<file path="config.mk">
export PLATFORM = sky130hd
export DESIGN_NAME = ssst_top
export DESIGN_NICKNAME = d
export VERILOG_FILES = /design/src/ssst_top.v
export VERILOG_INCLUDE_DIRS = /design/src /design/src/shared
export SDC_FILE = /design/constraint.sdc
export NUM_CORES = 1
export LEC_CHECK = 0
export BUFFER_PORTS_ARGS = -buffer_cell sky130_fd_sc_hd__clkbuf_2
export CORE_MARGIN = 2
export CORE_UTILIZATION = 45
export CTS_BUF_LIST = sky130_fd_sc_hd__clkbuf_4 sky130_fd_sc_hd__clkbuf_8
export CTS_CLUSTER_DIAMETER = 30
export DETAILED_ROUTE_END_ITERATION = 10
export PLACE_DENSITY = 0.6
export SLEW_MARGIN = 20
export SYNTH_ARGS = -nofsm -noshare
export SYNTH_HDL_FRONTEND = slang
export SYNTH_SLANG_ARGS = --single-unit
</file>
<file path="constraint.sdc">
create_clock -name clock -period 5.45 [get_ports clock]
set_clock_uncertainty 0.05 [all_clocks]
set_input_delay 1.09 -clock clock [delete_from_list [all_inputs] [get_ports clock]]
set_output_delay 1.09 -clock clock [all_outputs]
set_load 0.01 [all_outputs]
</file>
<file path="src/shared/ssst_consts.vh">
/*
  Constants of the synchronous-slave serial transmit path: character sizes,
  reset values, buffer shape and link clock figures.
  Assumes inclusion by its bare name from the design files.
*/
`ifndef SSST_CONSTS_VH
`define SSST_CONSTS_VH

// ************************************************************
// character format
// ************************************************************
`define SSST_BITS_8 4'h8
`define SSST_BITS_9 4'h9
`define SSST_CHAR_W 9
`define SSST_CNT_W 4

// ************************************************************
// buffer shape
// ************************************************************
`define SSST_FIFO_DEPTH 8
`define SSST_FIFO_AW 3

// ************************************************************
// reset values
// ************************************************************
`define SSST_RST_DATA 1'h1
`define SSST_RST_OE 1'h0
`define SSST_RST_FLAG 1'h0
`define SSST_RST_CHAR 9'h000
`define SSST_RST_CNT 4'h0

// ************************************************************
// clock figures: design clock and master's shift clock periods in ns, and their ratio
// ************************************************************
`define SSST_CLK_NS 40
`define SSST_LINK_NS 320
`define SSST_LINK_CYC (`SSST_LINK_NS / `SSST_CLK_NS)

`endif

</file>
<file path="src/ssst_top.v">
/*
  Transmit path of a serial port in synchronous slave mode: a character FIFO,
  the holding register, the shift register and the ready, wake and interrupt
  outputs. Assumes an external master that toggles the shift clock pin far
  slower than clock (at least four clock periods per half period) and
  configuration bits that come from logic on clock.
*/
// Behaviour
// - sync-mode select 1 means synchronous operation
// - clock source 0: slave, clock from pin
// - both receive enables 0 means transmit mode
// - port works only while port enable set
// - slave transmit equals master, clock aside
// - sleep with two words: first shifts immediately
// - second word waits, ready flag stays clear
// - after first shifts, move second, set flag
// - enabled flag wakes; global enable enters handler
// - nine-bit select sends ninth bit as msb
// - transmission only while transmit enable set
// - writing low byte starts the character
`timescale 1ns/1ns
`default_nettype none
`include "ssst_consts.vh"

// ************************************************************
// character FIFO
// ************************************************************
module ssst_fifo #(
  parameter WIDTH = `SSST_CHAR_W,
  parameter DEPTH = `SSST_FIFO_DEPTH,
  parameter AW = `SSST_FIFO_AW
) (
  // clock and reset
  input wire clock,
  input wire sys_rst,
  // fill side
  input wire in_valid,
  output reg in_ready,
  input wire [WIDTH-1:0] in_data,
  // drain side
  output reg out_valid,
  input wire out_ready,
  output wire [WIDTH-1:0] out_data
);

  localparam [AW:0] DEPTH_W = DEPTH;
  localparam [AW:0] ONE_W = 1;
  localparam [AW-1:0] STEP = 1;

  reg [WIDTH-1:0] mem_q [0:DEPTH-1];
  reg [AW-1:0] wr_ptr_q;
  reg [AW-1:0] rd_ptr_q;
  reg [AW:0] count_q;
  reg [AW:0] count_d;
  wire push;
  wire pop;

  assign push = in_valid & in_ready;
  assign pop = out_valid & out_ready;
  assign out_data = mem_q[rd_ptr_q];

  always @*
  begin
    count_d = count_q;
    if (push & ~pop)
    begin
      count_d = count_q + ONE_W;
    end
    else if (pop & ~push)
    begin
      count_d = count_q - ONE_W;
    end
  end

  // depth is a power of two, so the pointers wrap by themselves
  always @(posedge clock)
  begin
    if (sys_rst)
    begin
      wr_ptr_q <= {AW{1'b0}};
      rd_ptr_q <= {AW{1'b0}};
      count_q <= {(AW+1){1'b0}};
      in_ready <= 1'b0;
      out_valid <= 1'b0;
    end
    else
    begin
      if (push)
      begin
        wr_ptr_q <= wr_ptr_q + STEP;
      end
      if (pop)
      begin
        rd_ptr_q <= rd_ptr_q + STEP;
      end
      count_q <= count_d;
      in_ready <= (count_d != DEPTH_W);
      out_valid <= (count_d != {(AW+1){1'b0}});
    end
  end

  genvar gi;
  generate
    for (gi = 0; gi < DEPTH; gi = gi + 1)
    begin : g_entry
      always @(posedge clock)
      begin
        if (push && (wr_ptr_q == gi))
        begin
          mem_q[gi] <= in_data;
        end
      end
    end
  endgenerate

endmodule

// ************************************************************
// transmit path top
// ************************************************************
module ssst_top #(
  parameter FIFO_DEPTH = `SSST_FIFO_DEPTH,
  parameter FIFO_AW = `SSST_FIFO_AW
) (
  // clock and reset
  input wire clock,
  input wire sys_rst,
  // mode configuration
  input wire sync_mode_select,
  input wire clock_source_select,
  input wire single_receive_enable,
  input wire continuous_receive_enable,
  input wire serial_port_enable,
  input wire transmit_enable_bit,
  input wire nine_bit_select,
  input wire ninth_bit_value,
  // interrupt enables and processor state
  input wire peripheral_interrupt_enable,
  input wire tx_interrupt_enable,
  input wire global_interrupt_enable,
  input wire sleep_active,
  // character write port
  input wire wr_valid,
  input wire [7:0] wr_data,
  output wire wr_ready,
  // link pins
  input wire shift_clock_pin_in,
  output reg tx_data_out,
  output reg tx_data_oe,
  // status
  output reg tx_ready_flag,
  output reg shift_busy,
  output reg wake_request,
  output reg interrupt_request
);

  // ************************************************************
  // mode decode
  // ************************************************************
  wire sync_on;
  wire slave_on;
  wire transmit_mode;
  wire port_on;
  wire run;

  assign sync_on = sync_mode_select;
  assign slave_on = ~clock_source_select;
  assign transmit_mode = ~single_receive_enable & ~continuous_receive_enable;
  assign port_on = serial_port_enable;
  // asynchronous and master modes belong to other paths; this one idles
  assign run = sync_on & slave_on & transmit_mode & port_on & transmit_enable_bit;

  // ************************************************************
  // shift clock synchroniser and edge finder
  // ************************************************************
  reg clk_meta_q;
  reg clk_sync_q;
  reg clk_prev_q;
  wire clk_fall;

  always @(posedge clock)
  begin
    if (sys_rst)
    begin
      clk_meta_q <= 1'b0;
      clk_sync_q <= 1'b0;
      clk_prev_q <= 1'b0;
    end
    else
    begin
      clk_meta_q <= shift_clock_pin_in;
      clk_sync_q <= clk_meta_q;
      clk_prev_q <= clk_sync_q;
    end
  end

  // master samples late in the high phase, so the next bit goes out on the fall
  assign clk_fall = clk_prev_q & ~clk_sync_q;

  // ************************************************************
  // character FIFO in front of the holding register
  // ************************************************************
  wire [`SSST_CHAR_W-1:0] wr_char;
  wire [`SSST_CHAR_W-1:0] fifo_char;
  wire fifo_valid;
  wire fifo_take;
  reg hold_full_q;
  reg [`SSST_CHAR_W-1:0] hold_q;

  // ninth bit is caught with the low byte, so it must be set up first
  assign wr_char = {ninth_bit_value & nine_bit_select, wr_data};
  // a disabled port drains nothing: back-pressure reaches the writer
  assign fifo_take = run & ~hold_full_q;

  ssst_fifo #(
    .WIDTH(`SSST_CHAR_W),
    .DEPTH(FIFO_DEPTH),
    .AW(FIFO_AW)
  ) u_fifo (
    .clock(clock),
    .sys_rst(sys_rst),
    .in_valid(wr_valid),
    .in_ready(wr_ready),
    .in_data(wr_char),
    .out_valid(fifo_valid),
    .out_ready(fifo_take),
    .out_data(fifo_char)
  );

  // ************************************************************
  // holding register and shift register
  // ************************************************************
  reg [`SSST_CHAR_W-1:0] tsr_q;
  reg [`SSST_CNT_W-1:0] bits_left_q;
  reg hold_full_d;
  wire start;
  wire last_bit;

  // shifting runs on the master's clock, so sleep does not stop it
  assign start = run & hold_full_q & ~shift_busy;
  assign last_bit = (bits_left_q == 4'h1);

  always @*
  begin
    hold_full_d = hold_full_q;
    if (~run)
    begin
      hold_full_d = 1'b0;
    end
    else if (start)
    begin
      hold_full_d = 1'b0;
    end
    else if (fifo_valid & ~hold_full_q)
    begin
      hold_full_d = 1'b1;
    end
  end

  always @(posedge clock)
  begin
    if (sys_rst)
    begin
      hold_full_q <= 1'b0;
      hold_q <= `SSST_RST_CHAR;
    end
    else
    begin
      hold_full_q <= hold_full_d;
      if (run & fifo_valid & ~hold_full_q)
      begin
        hold_q <= fifo_char;
      end
    end
  end

  always @(posedge clock)
  begin
    if (sys_rst)
    begin
      tsr_q <= `SSST_RST_CHAR;
      bits_left_q <= `SSST_RST_CNT;
      shift_busy <= 1'b0;
      tx_data_out <= `SSST_RST_DATA;
      tx_data_oe <= `SSST_RST_OE;
    end
    else if (~run)
    begin
      // dropping any enable aborts the character under way
      bits_left_q <= `SSST_RST_CNT;
      shift_busy <= 1'b0;
      tx_data_out <= `SSST_RST_DATA;
      tx_data_oe <= 1'b0;
    end
    else
    begin
      tx_data_oe <= 1'b1;
      if (start)
      begin
        tsr_q <= hold_q;
        tx_data_out <= hold_q[0];
        bits_left_q <= nine_bit_select ? `SSST_BITS_9 : `SSST_BITS_8;
        shift_busy <= 1'b1;
      end
      else if (shift_busy & clk_fall)
      begin
        if (last_bit)
        begin
          shift_busy <= 1'b0;
          bits_left_q <= `SSST_RST_CNT;
        end
        else
        begin
          tsr_q <= {1'b0, tsr_q[`SSST_CHAR_W-1:1]};
          tx_data_out <= tsr_q[1];
          bits_left_q <= bits_left_q - 4'h1;
        end
      end
    end
  end

  // ************************************************************
  // ready flag, wake and interrupt
  // ************************************************************
  reg flag_d;

  // flag only rises once nothing waits ahead of the shift register
  always @*
  begin
    flag_d = run & ~hold_full_d & ~fifo_valid;
  end

  always @(posedge clock)
  begin
    if (sys_rst)
    begin
      tx_ready_flag <= `SSST_RST_FLAG;
      wake_request <= 1'b0;
      interrupt_request <= 1'b0;
    end
    else
    begin
      tx_ready_flag <= flag_d;
      wake_request <= sleep_active & flag_d & peripheral_interrupt_enable & tx_interrupt_enable;
      interrupt_request <= flag_d & peripheral_interrupt_enable & tx_interrupt_enable
        & global_interrupt_enable;
    end
  end

endmodule

`default_nettype wire

</file>
==> results of run 1 <==
-- power breakdown --
group | internal (mW) | switching [mW] | leakage, nW | total [mW]
Combinational | 0.0292 | 0.0402 | 0.560 | 0.0694
Clock | 0.455 | 0.341 | 0.202 | 0.796
Sequential | 0.938 | 0.0105 | 1.00 | 0.949
-- final timing paths --
kind	endpoint	slack, ns	depth (start not counted)	startpoint
max	u_fifo.out_valid	2.43	6	clock_source_select
min	tsr_q[8]	0.40	2	hold_q[8]
min reg2reg	tsr_q[8]	0.40	2	hold_q[8]
max reg2reg	u_fifo.out_valid	3.14	5	hold_full_q
-- flip-flops by register name (all words and copies together) (netlist names), 3 cells and up --
name             count
hold_q               9
tsr_q                8
u_fifo.wr_ptr_q      3
u_fifo.mem_q        72
u_fifo.rd_ptr_q      3
u_fifo.count_q       4
bits_left_q          4
-- final cells by class --
type,instances,area (um^2)
fillers,823,4610
flip-flops and latches,115,3020
multi-input cells,180,1470
clock buffers,18,241
well taps,133,166
clock inverters,13,160
repair buffers,31,158
inverters,10,37.5
-- worst register-to-register path: cells and delay by family, from the launching register on --
kind             cells  cell delay, ns
XOR/XNOR             1            0.24
AND/OR/NAND/NOR      2            1.04
AO/OA/AOI/OAI        1            0.11
flip-flops           1            0.36
multiplexers         1            0.38
-- metal layers --
layer	routed length (um)	global-route usage (%)	vias up	share of wire (%)
met1	3820	21.0	1265	46
met3	296	4.82	9	3.6
li1	-	-	1278	-
met4	78	6.29	0	0.94
met2	4090	25.9	53	49
met5	0	0	-	0
-- stage by stage --
step / instance area [um^2] / util (%) / cells
6_report: 5260 / 53.3 / 500
5_1_grt: 5260 / 53.3 / 500
4_1_cts: 5260 / 53.3 / 500
3_5_place_dp: 4860 / 49.2 / 469
3_3_place_gp: 4860 / 49.2 / 469
2_1_floorplan: 4610 / - / 321
-- cell families (layout without fill, tap and decap cells) --
group | Yosys count | in the layout | synth area share (%)
simple gates | 91 | 91 | 9.41
flops | 115 | 115 | 65.5
mux | 31 | 31 | 11.6
fa+ha+maj | 11 | 11 | 2.98
xor+xnor | 8 | 8 | 1.52
compound gates | 39 | 39 | 6.40
buf+inv | 26 | 72 | 2.55
-- cells in the final DEF, fill, tap and decap left out, types with 3 or more instances in the layout --
cell,instances
a211oi_1,12
a21oi_1,7
a311oi_1,8
a31oi_1,3
and2_1,5
and3_1,8
bufinv_16,3
clkbuf_2,30
clkbuf_8,17
clkinv_2,4
dfxtp_1,43
edfxtp_1,72
ha_1,11
inv_1,10
mux2i_1,13
mux4_2,18
nand2_1,27
nor2_1,31
nor2b_1,4
o21ai_0,4
xnor2_1,6
==> reports/metrics.cfg, run 1 <==
[job]
maxCapViolations=0

[timing]
slew_headroom_pct=34.0
holdWs_ns=0.400
layout_setup_ws_ns=2.43
setup_viol=0
finalMaxSlewViolations=0
max_freq_mhz=331
rsz0062_at_grt=false
hold_viol=0
layout_worst_path_cycle_share_pct=55.4
period_minus_slack_ns=3.02
tightest_slew_ns=0.988
fin_setup_tns_ns=0

[global_routing]
antenna_found_initial=0
grt_usage_pct=16.3
grt_overflow=0
grt_max_degree=34
grt_pass1_vias=2661
grt_pass1_wl_um=13600

[critical_path]
start_kind=primary input
crit_chain=clkbuf_2, or4b_4, nor2_2, mux2i_1, xor2_1, a31oi_1
critPathKind=in -> reg
cp.arrival_ns=3.24
end_kind=flip-flop
cp.required_ns=5.68
cp_slowest_cell=nor2_2
cp_max_fo=24
crit_family=simple AND/OR/NAND/NOR gates
worst-path-buf-inv=1
critPathMaxStageDelay_ns=0.79

[placement]
dp_hpwl_um=5150
portBuffers=30
place_ws_ns=1.99
gp_congestion=0.719

[clock_network]
clk_pin_slew_ns=0.07
cts.repair.resized=0
cts_buffers=17
clock_path_buffers=2
clkLatencyLatePin_ns=0.42
htree_levels=4
clkSinkCount=115
hold_buffers=0
cts_tree=done
cts-root-buf=clkbuf_8
post_cts_buffers=0

[die]
die_area_mm2=0.0111
die_h_um=105
core_mm2=0.00986
die_x_um=105
placementRows=36
floorplan.io_pins=31
start_util_pct=46.8

[logic_synthesis]
synth_area_leaders=edfxtp_1 (47%), dfxtp_1 (19%), mux4_2 (8.8%), ha_1 (3.0%), mux2i_1 (2.8%)
synth-seq-cells=115
synthArstFlopShare_pct=0
synth_area_mm2=0.00461
yosysWarnings=0
synth_cells=321
ys_seq_area_share_pct=65.5
synth-edff-count=72
ys.flop_type=edfxtp_1
yosys.cell_count.top_type=edfxtp_1
ys_top_cells_by_count=edfxtp_1 (72), dfxtp_1 (43), nor2_1 (31)
ys_types=38
synth_top_cell_by_area=edfxtp_1
synth_fp_nets=356
syn_avg_cell_area_um2=14.4
synth_top_area_share_pct=46.9

[drt]
via_per_inst=5.21
wl_um=8280
drtIter0Drc=127
routedWlPerCell_um=16.6
drt_pass1_iterations=4
ant_nets=0
drcViolationCount=0
via_count=2605

[hold_path]
hold_path.class=reg -> reg

[run_status]
status=finished, final reports clean

[power_and_ir_drop]
power_leakage_nw=1.76
power_mw=1.81
power_density_mw_per_mm2=345
ir_drop_mv=0.183

[layout]
nNetsFinal=390
syn2layout_area_growth_pct=14.0
antenna_cells=0
drive_gt1_share_pct=22.6

No activity file was read; power rests on OpenSTA's default activity.
==> inputs of run 2 (changes only) <==
--- a/config.mk
+++ b/config.mk
@@ -12,7 +12,7 @@
 export CTS_BUF_LIST = sky130_fd_sc_hd__clkbuf_4 sky130_fd_sc_hd__clkbuf_8
 export CTS_CLUSTER_DIAMETER = 30
 export DETAILED_ROUTE_END_ITERATION = 10
-export PLACE_DENSITY = 0.6
+export PLACE_DENSITY = 0.63
 export SLEW_MARGIN = 20
 export SYNTH_ARGS = -nofsm -noshare
 export SYNTH_HDL_FRONTEND = slang
==> constraint.sdc (replaced) <==
create_clock -name clock -period 2.71 [get_ports clock]
set_clock_uncertainty 0.05 [all_clocks]
set_input_delay 0.542 -clock clock [delete_from_list [all_inputs] [get_ports clock]]
set_output_delay 0.542 -clock clock [all_outputs]
set_load 0.01 [all_outputs]
==> run 2 against run 1 <==
Net effect: design area grew 2.2%; clock power up 140%; non-clock buffer count increased by 5; register-to-register slack got worse by 2.4 ns; hold slack lost 0.12 ns; combinational power up 100%; sequential cell count did not move; sequential share of layout area shrank 1.3 points; total power increased by 120%; die area unchanged; critical endpoint is now tsr_q[7].
==> reports/metrics.cfg, run 2 (synthesis results as in run 1) <==
[clock_network]
clkSinkCount=115  ; unchanged
cts-root-buf=clkbuf_8
cts.repair.resized=0  ; unchanged
cts_buffers=17  ; unchanged
clock_path_buffers=2  ; unchanged
clkLatencyLatePin_ns=0.42  ; about the same
hold_buffers=0  ; unchanged
post_cts_buffers=0  ; unchanged
cts_tree=done
htree_levels=4  ; unchanged
clk_pin_slew_ns=0.07  ; about the same

[global_routing]
grt_pass1_vias=2691  ; +1.1%
grt_max_degree=33  ; -2.9%
grt_usage_pct=16.2  ; -0.065 points
grt_pass1_wl_um=13600  ; -0.31%
grt_overflow=0  ; unchanged
antenna_found_initial=0  ; unchanged

[critical_path]
cp.required_ns=2.97  ; -2.71 ns
critPathKind=reg -> reg
crit_chain=nand3b_1, nor2_1, o21a_1, nor2_1, a311oi_1
cp_slowest_cell=dfxtp_1
start_kind=flip-flop
crit_top_cell=nor2_1
cp.arrival_ns=2.22  ; -1.02 ns
cp_max_fo=15  ; -38%
critPathMaxStageDelay_ns=0.48  ; -0.31 ns
end_kind=flip-flop

[layout]
drive_gt1_share_pct=23.9  ; +1.2 points
layout_commonest_cell=edfxtp_1
final_cell_mix=edfxtp_1 (72), dfxtp_1 (43), nor2_1 (31)
antenna_cells=0  ; unchanged
utilization_pct=54.5  ; +1.2 points
multiInputGateArea_mm2=0.00147  ; unchanged
seqCellArea_mm2=0.00302  ; unchanged
nNetsFinal=395  ; +1.3%
largest_register_ffs=72  ; unchanged
reg_top3=u_fifo.mem_q x72, hold_q x9, tsr_q x8
syn2layout_area_growth_pct=16.5
fillerInstances=813  ; -1.2%
largest_register=u_fifo.mem_q

[timing]
max_freq_mhz=511
period_minus_slack_ns=1.96
hold_viol=0  ; unchanged
slew_headroom_pct=54.7  ; +21 points
tightest_slew_ns=0.678  ; -0.310 ns
fin_setup_tns_ns=0  ; unchanged
layout_worst_path_cycle_share_pct=72.2
finalMaxSlewViolations=0  ; unchanged
rsz0062_at_grt=false
setup_viol=0  ; unchanged

[drt]
routedWlPerCell_um=16.0  ; -3.2%
ant_nets=0  ; unchanged
via_count=2625  ; +0.77%
wl_um=8110  ; -2.0%
drt_pass1_iterations=4  ; unchanged
drtIter0Drc=151  ; +19%
via_per_inst=5.19  ; -0.43%
drcViolationCount=0  ; unchanged

[placement]
portBuffers=30  ; unchanged
dp_hpwl_um=5220  ; +1.3%
gp_congestion=0.765  ; +6.4%

[power_and_ir_drop]
ir_drop_mv=0.425  ; +130%
power_mw=3.94  ; +120%
power_density_mw_per_mm2=733  ; +110%
power_leakage_nw=1.83  ; +3.6%

[die]
die_x_um=105  ; unchanged
die_h_um=105  ; unchanged
start_util_pct=46.8  ; unchanged
die_area_mm2=0.0111  ; unchanged
core_mm2=0.00986  ; unchanged
floorplan.io_pins=31  ; unchanged
placementRows=36  ; unchanged

[run_status]
status=finished, final reports clean

[hold_path]
hold_path.class=in -> reg

[job]
maxCapViolations=0  ; unchanged

==> run 2: cell count changes in the layout (fill, tap and decap cells not counted) <==
cell | before | now
buf_4 | 1 | 6
bufinv_16 | 3 | 6
clkinv_2 | 4 | 2
clkinv_4 | 2 | 4
inv_6 | 2 | 0
clkbuf_4 | 1 | 2
clkinvlp_4 | 2 | 1
==> run 2: metal layers <==
layer | wire length, um | GRT usage (%) | part of all wire, % | up-vias
met2 | 4030 | 25.9 | 50 | 49
met3 | 286 | 5.26 | 3.5 | 6
met1 | 3720 | 20.6 | 46 | 1288
met5 | 0 | 0 | 0 | -
met4 | 69 | 6.00 | 0.85 | 0
li1 | - | - | - | 1282
==> run 2: per-stage QoR <==
step	hold WS (ns)	setup slack [ns]	instance area, um^2	cells
6_report	0.278	0.755	5380	506
5_1_grt	0.259	0.465	5380	506
4_1_cts	0.251	0.753	5380	506
3_5_place_dp	0.389	0.302	4890	474
3_3_place_gp	0.384	0.428	4890	474
2_1_floorplan	0.364	0.602	4610	321
==> run 2: power breakdown <==
group          switching [mW]  internal [mW]  total [mW]
Clock                   0.682           1.21        1.89
Sequential             0.0211           1.89        1.91
Combinational          0.0781         0.0607       0.139
Total                   0.781           3.16        3.94
==> run 2: area by class of cell <==
| class | count | share of cell area, % |
|---|---|---|
| Tap cell | 133 | 3.10 |
| Clock inverter | 13 | 4.33 |
| Timing Repair Buffer | 36 | 3.63 |
| Multi-Input combinational cell | 180 | 27.4 |
| Clock buffer | 19 | 4.63 |
| Inverter | 10 | 0.698 |
| Sequential cell | 115 | 56.2 |
==> run 2: worst paths after layout <==
path	from	endpoint	slack [ns]	depth (start not counted)
hold / removal	sleep_active	wake_request	0.28	2
setup reg to reg	shift_busy	tsr_q[7]	0.75	5
setup / recovery	shift_busy	tsr_q[7]	0.75	5
hold reg to reg	clk_meta_q	clk_sync_q	0.40	1
==> run 2: worst max-delay path: cells and delay by family, from the launching register on <==
kind             cells  cell delay (ns)
AO/OA/AOI/OAI        2             0.71
AND/OR/NAND/NOR      3             0.61
flip-flops           1             0.48
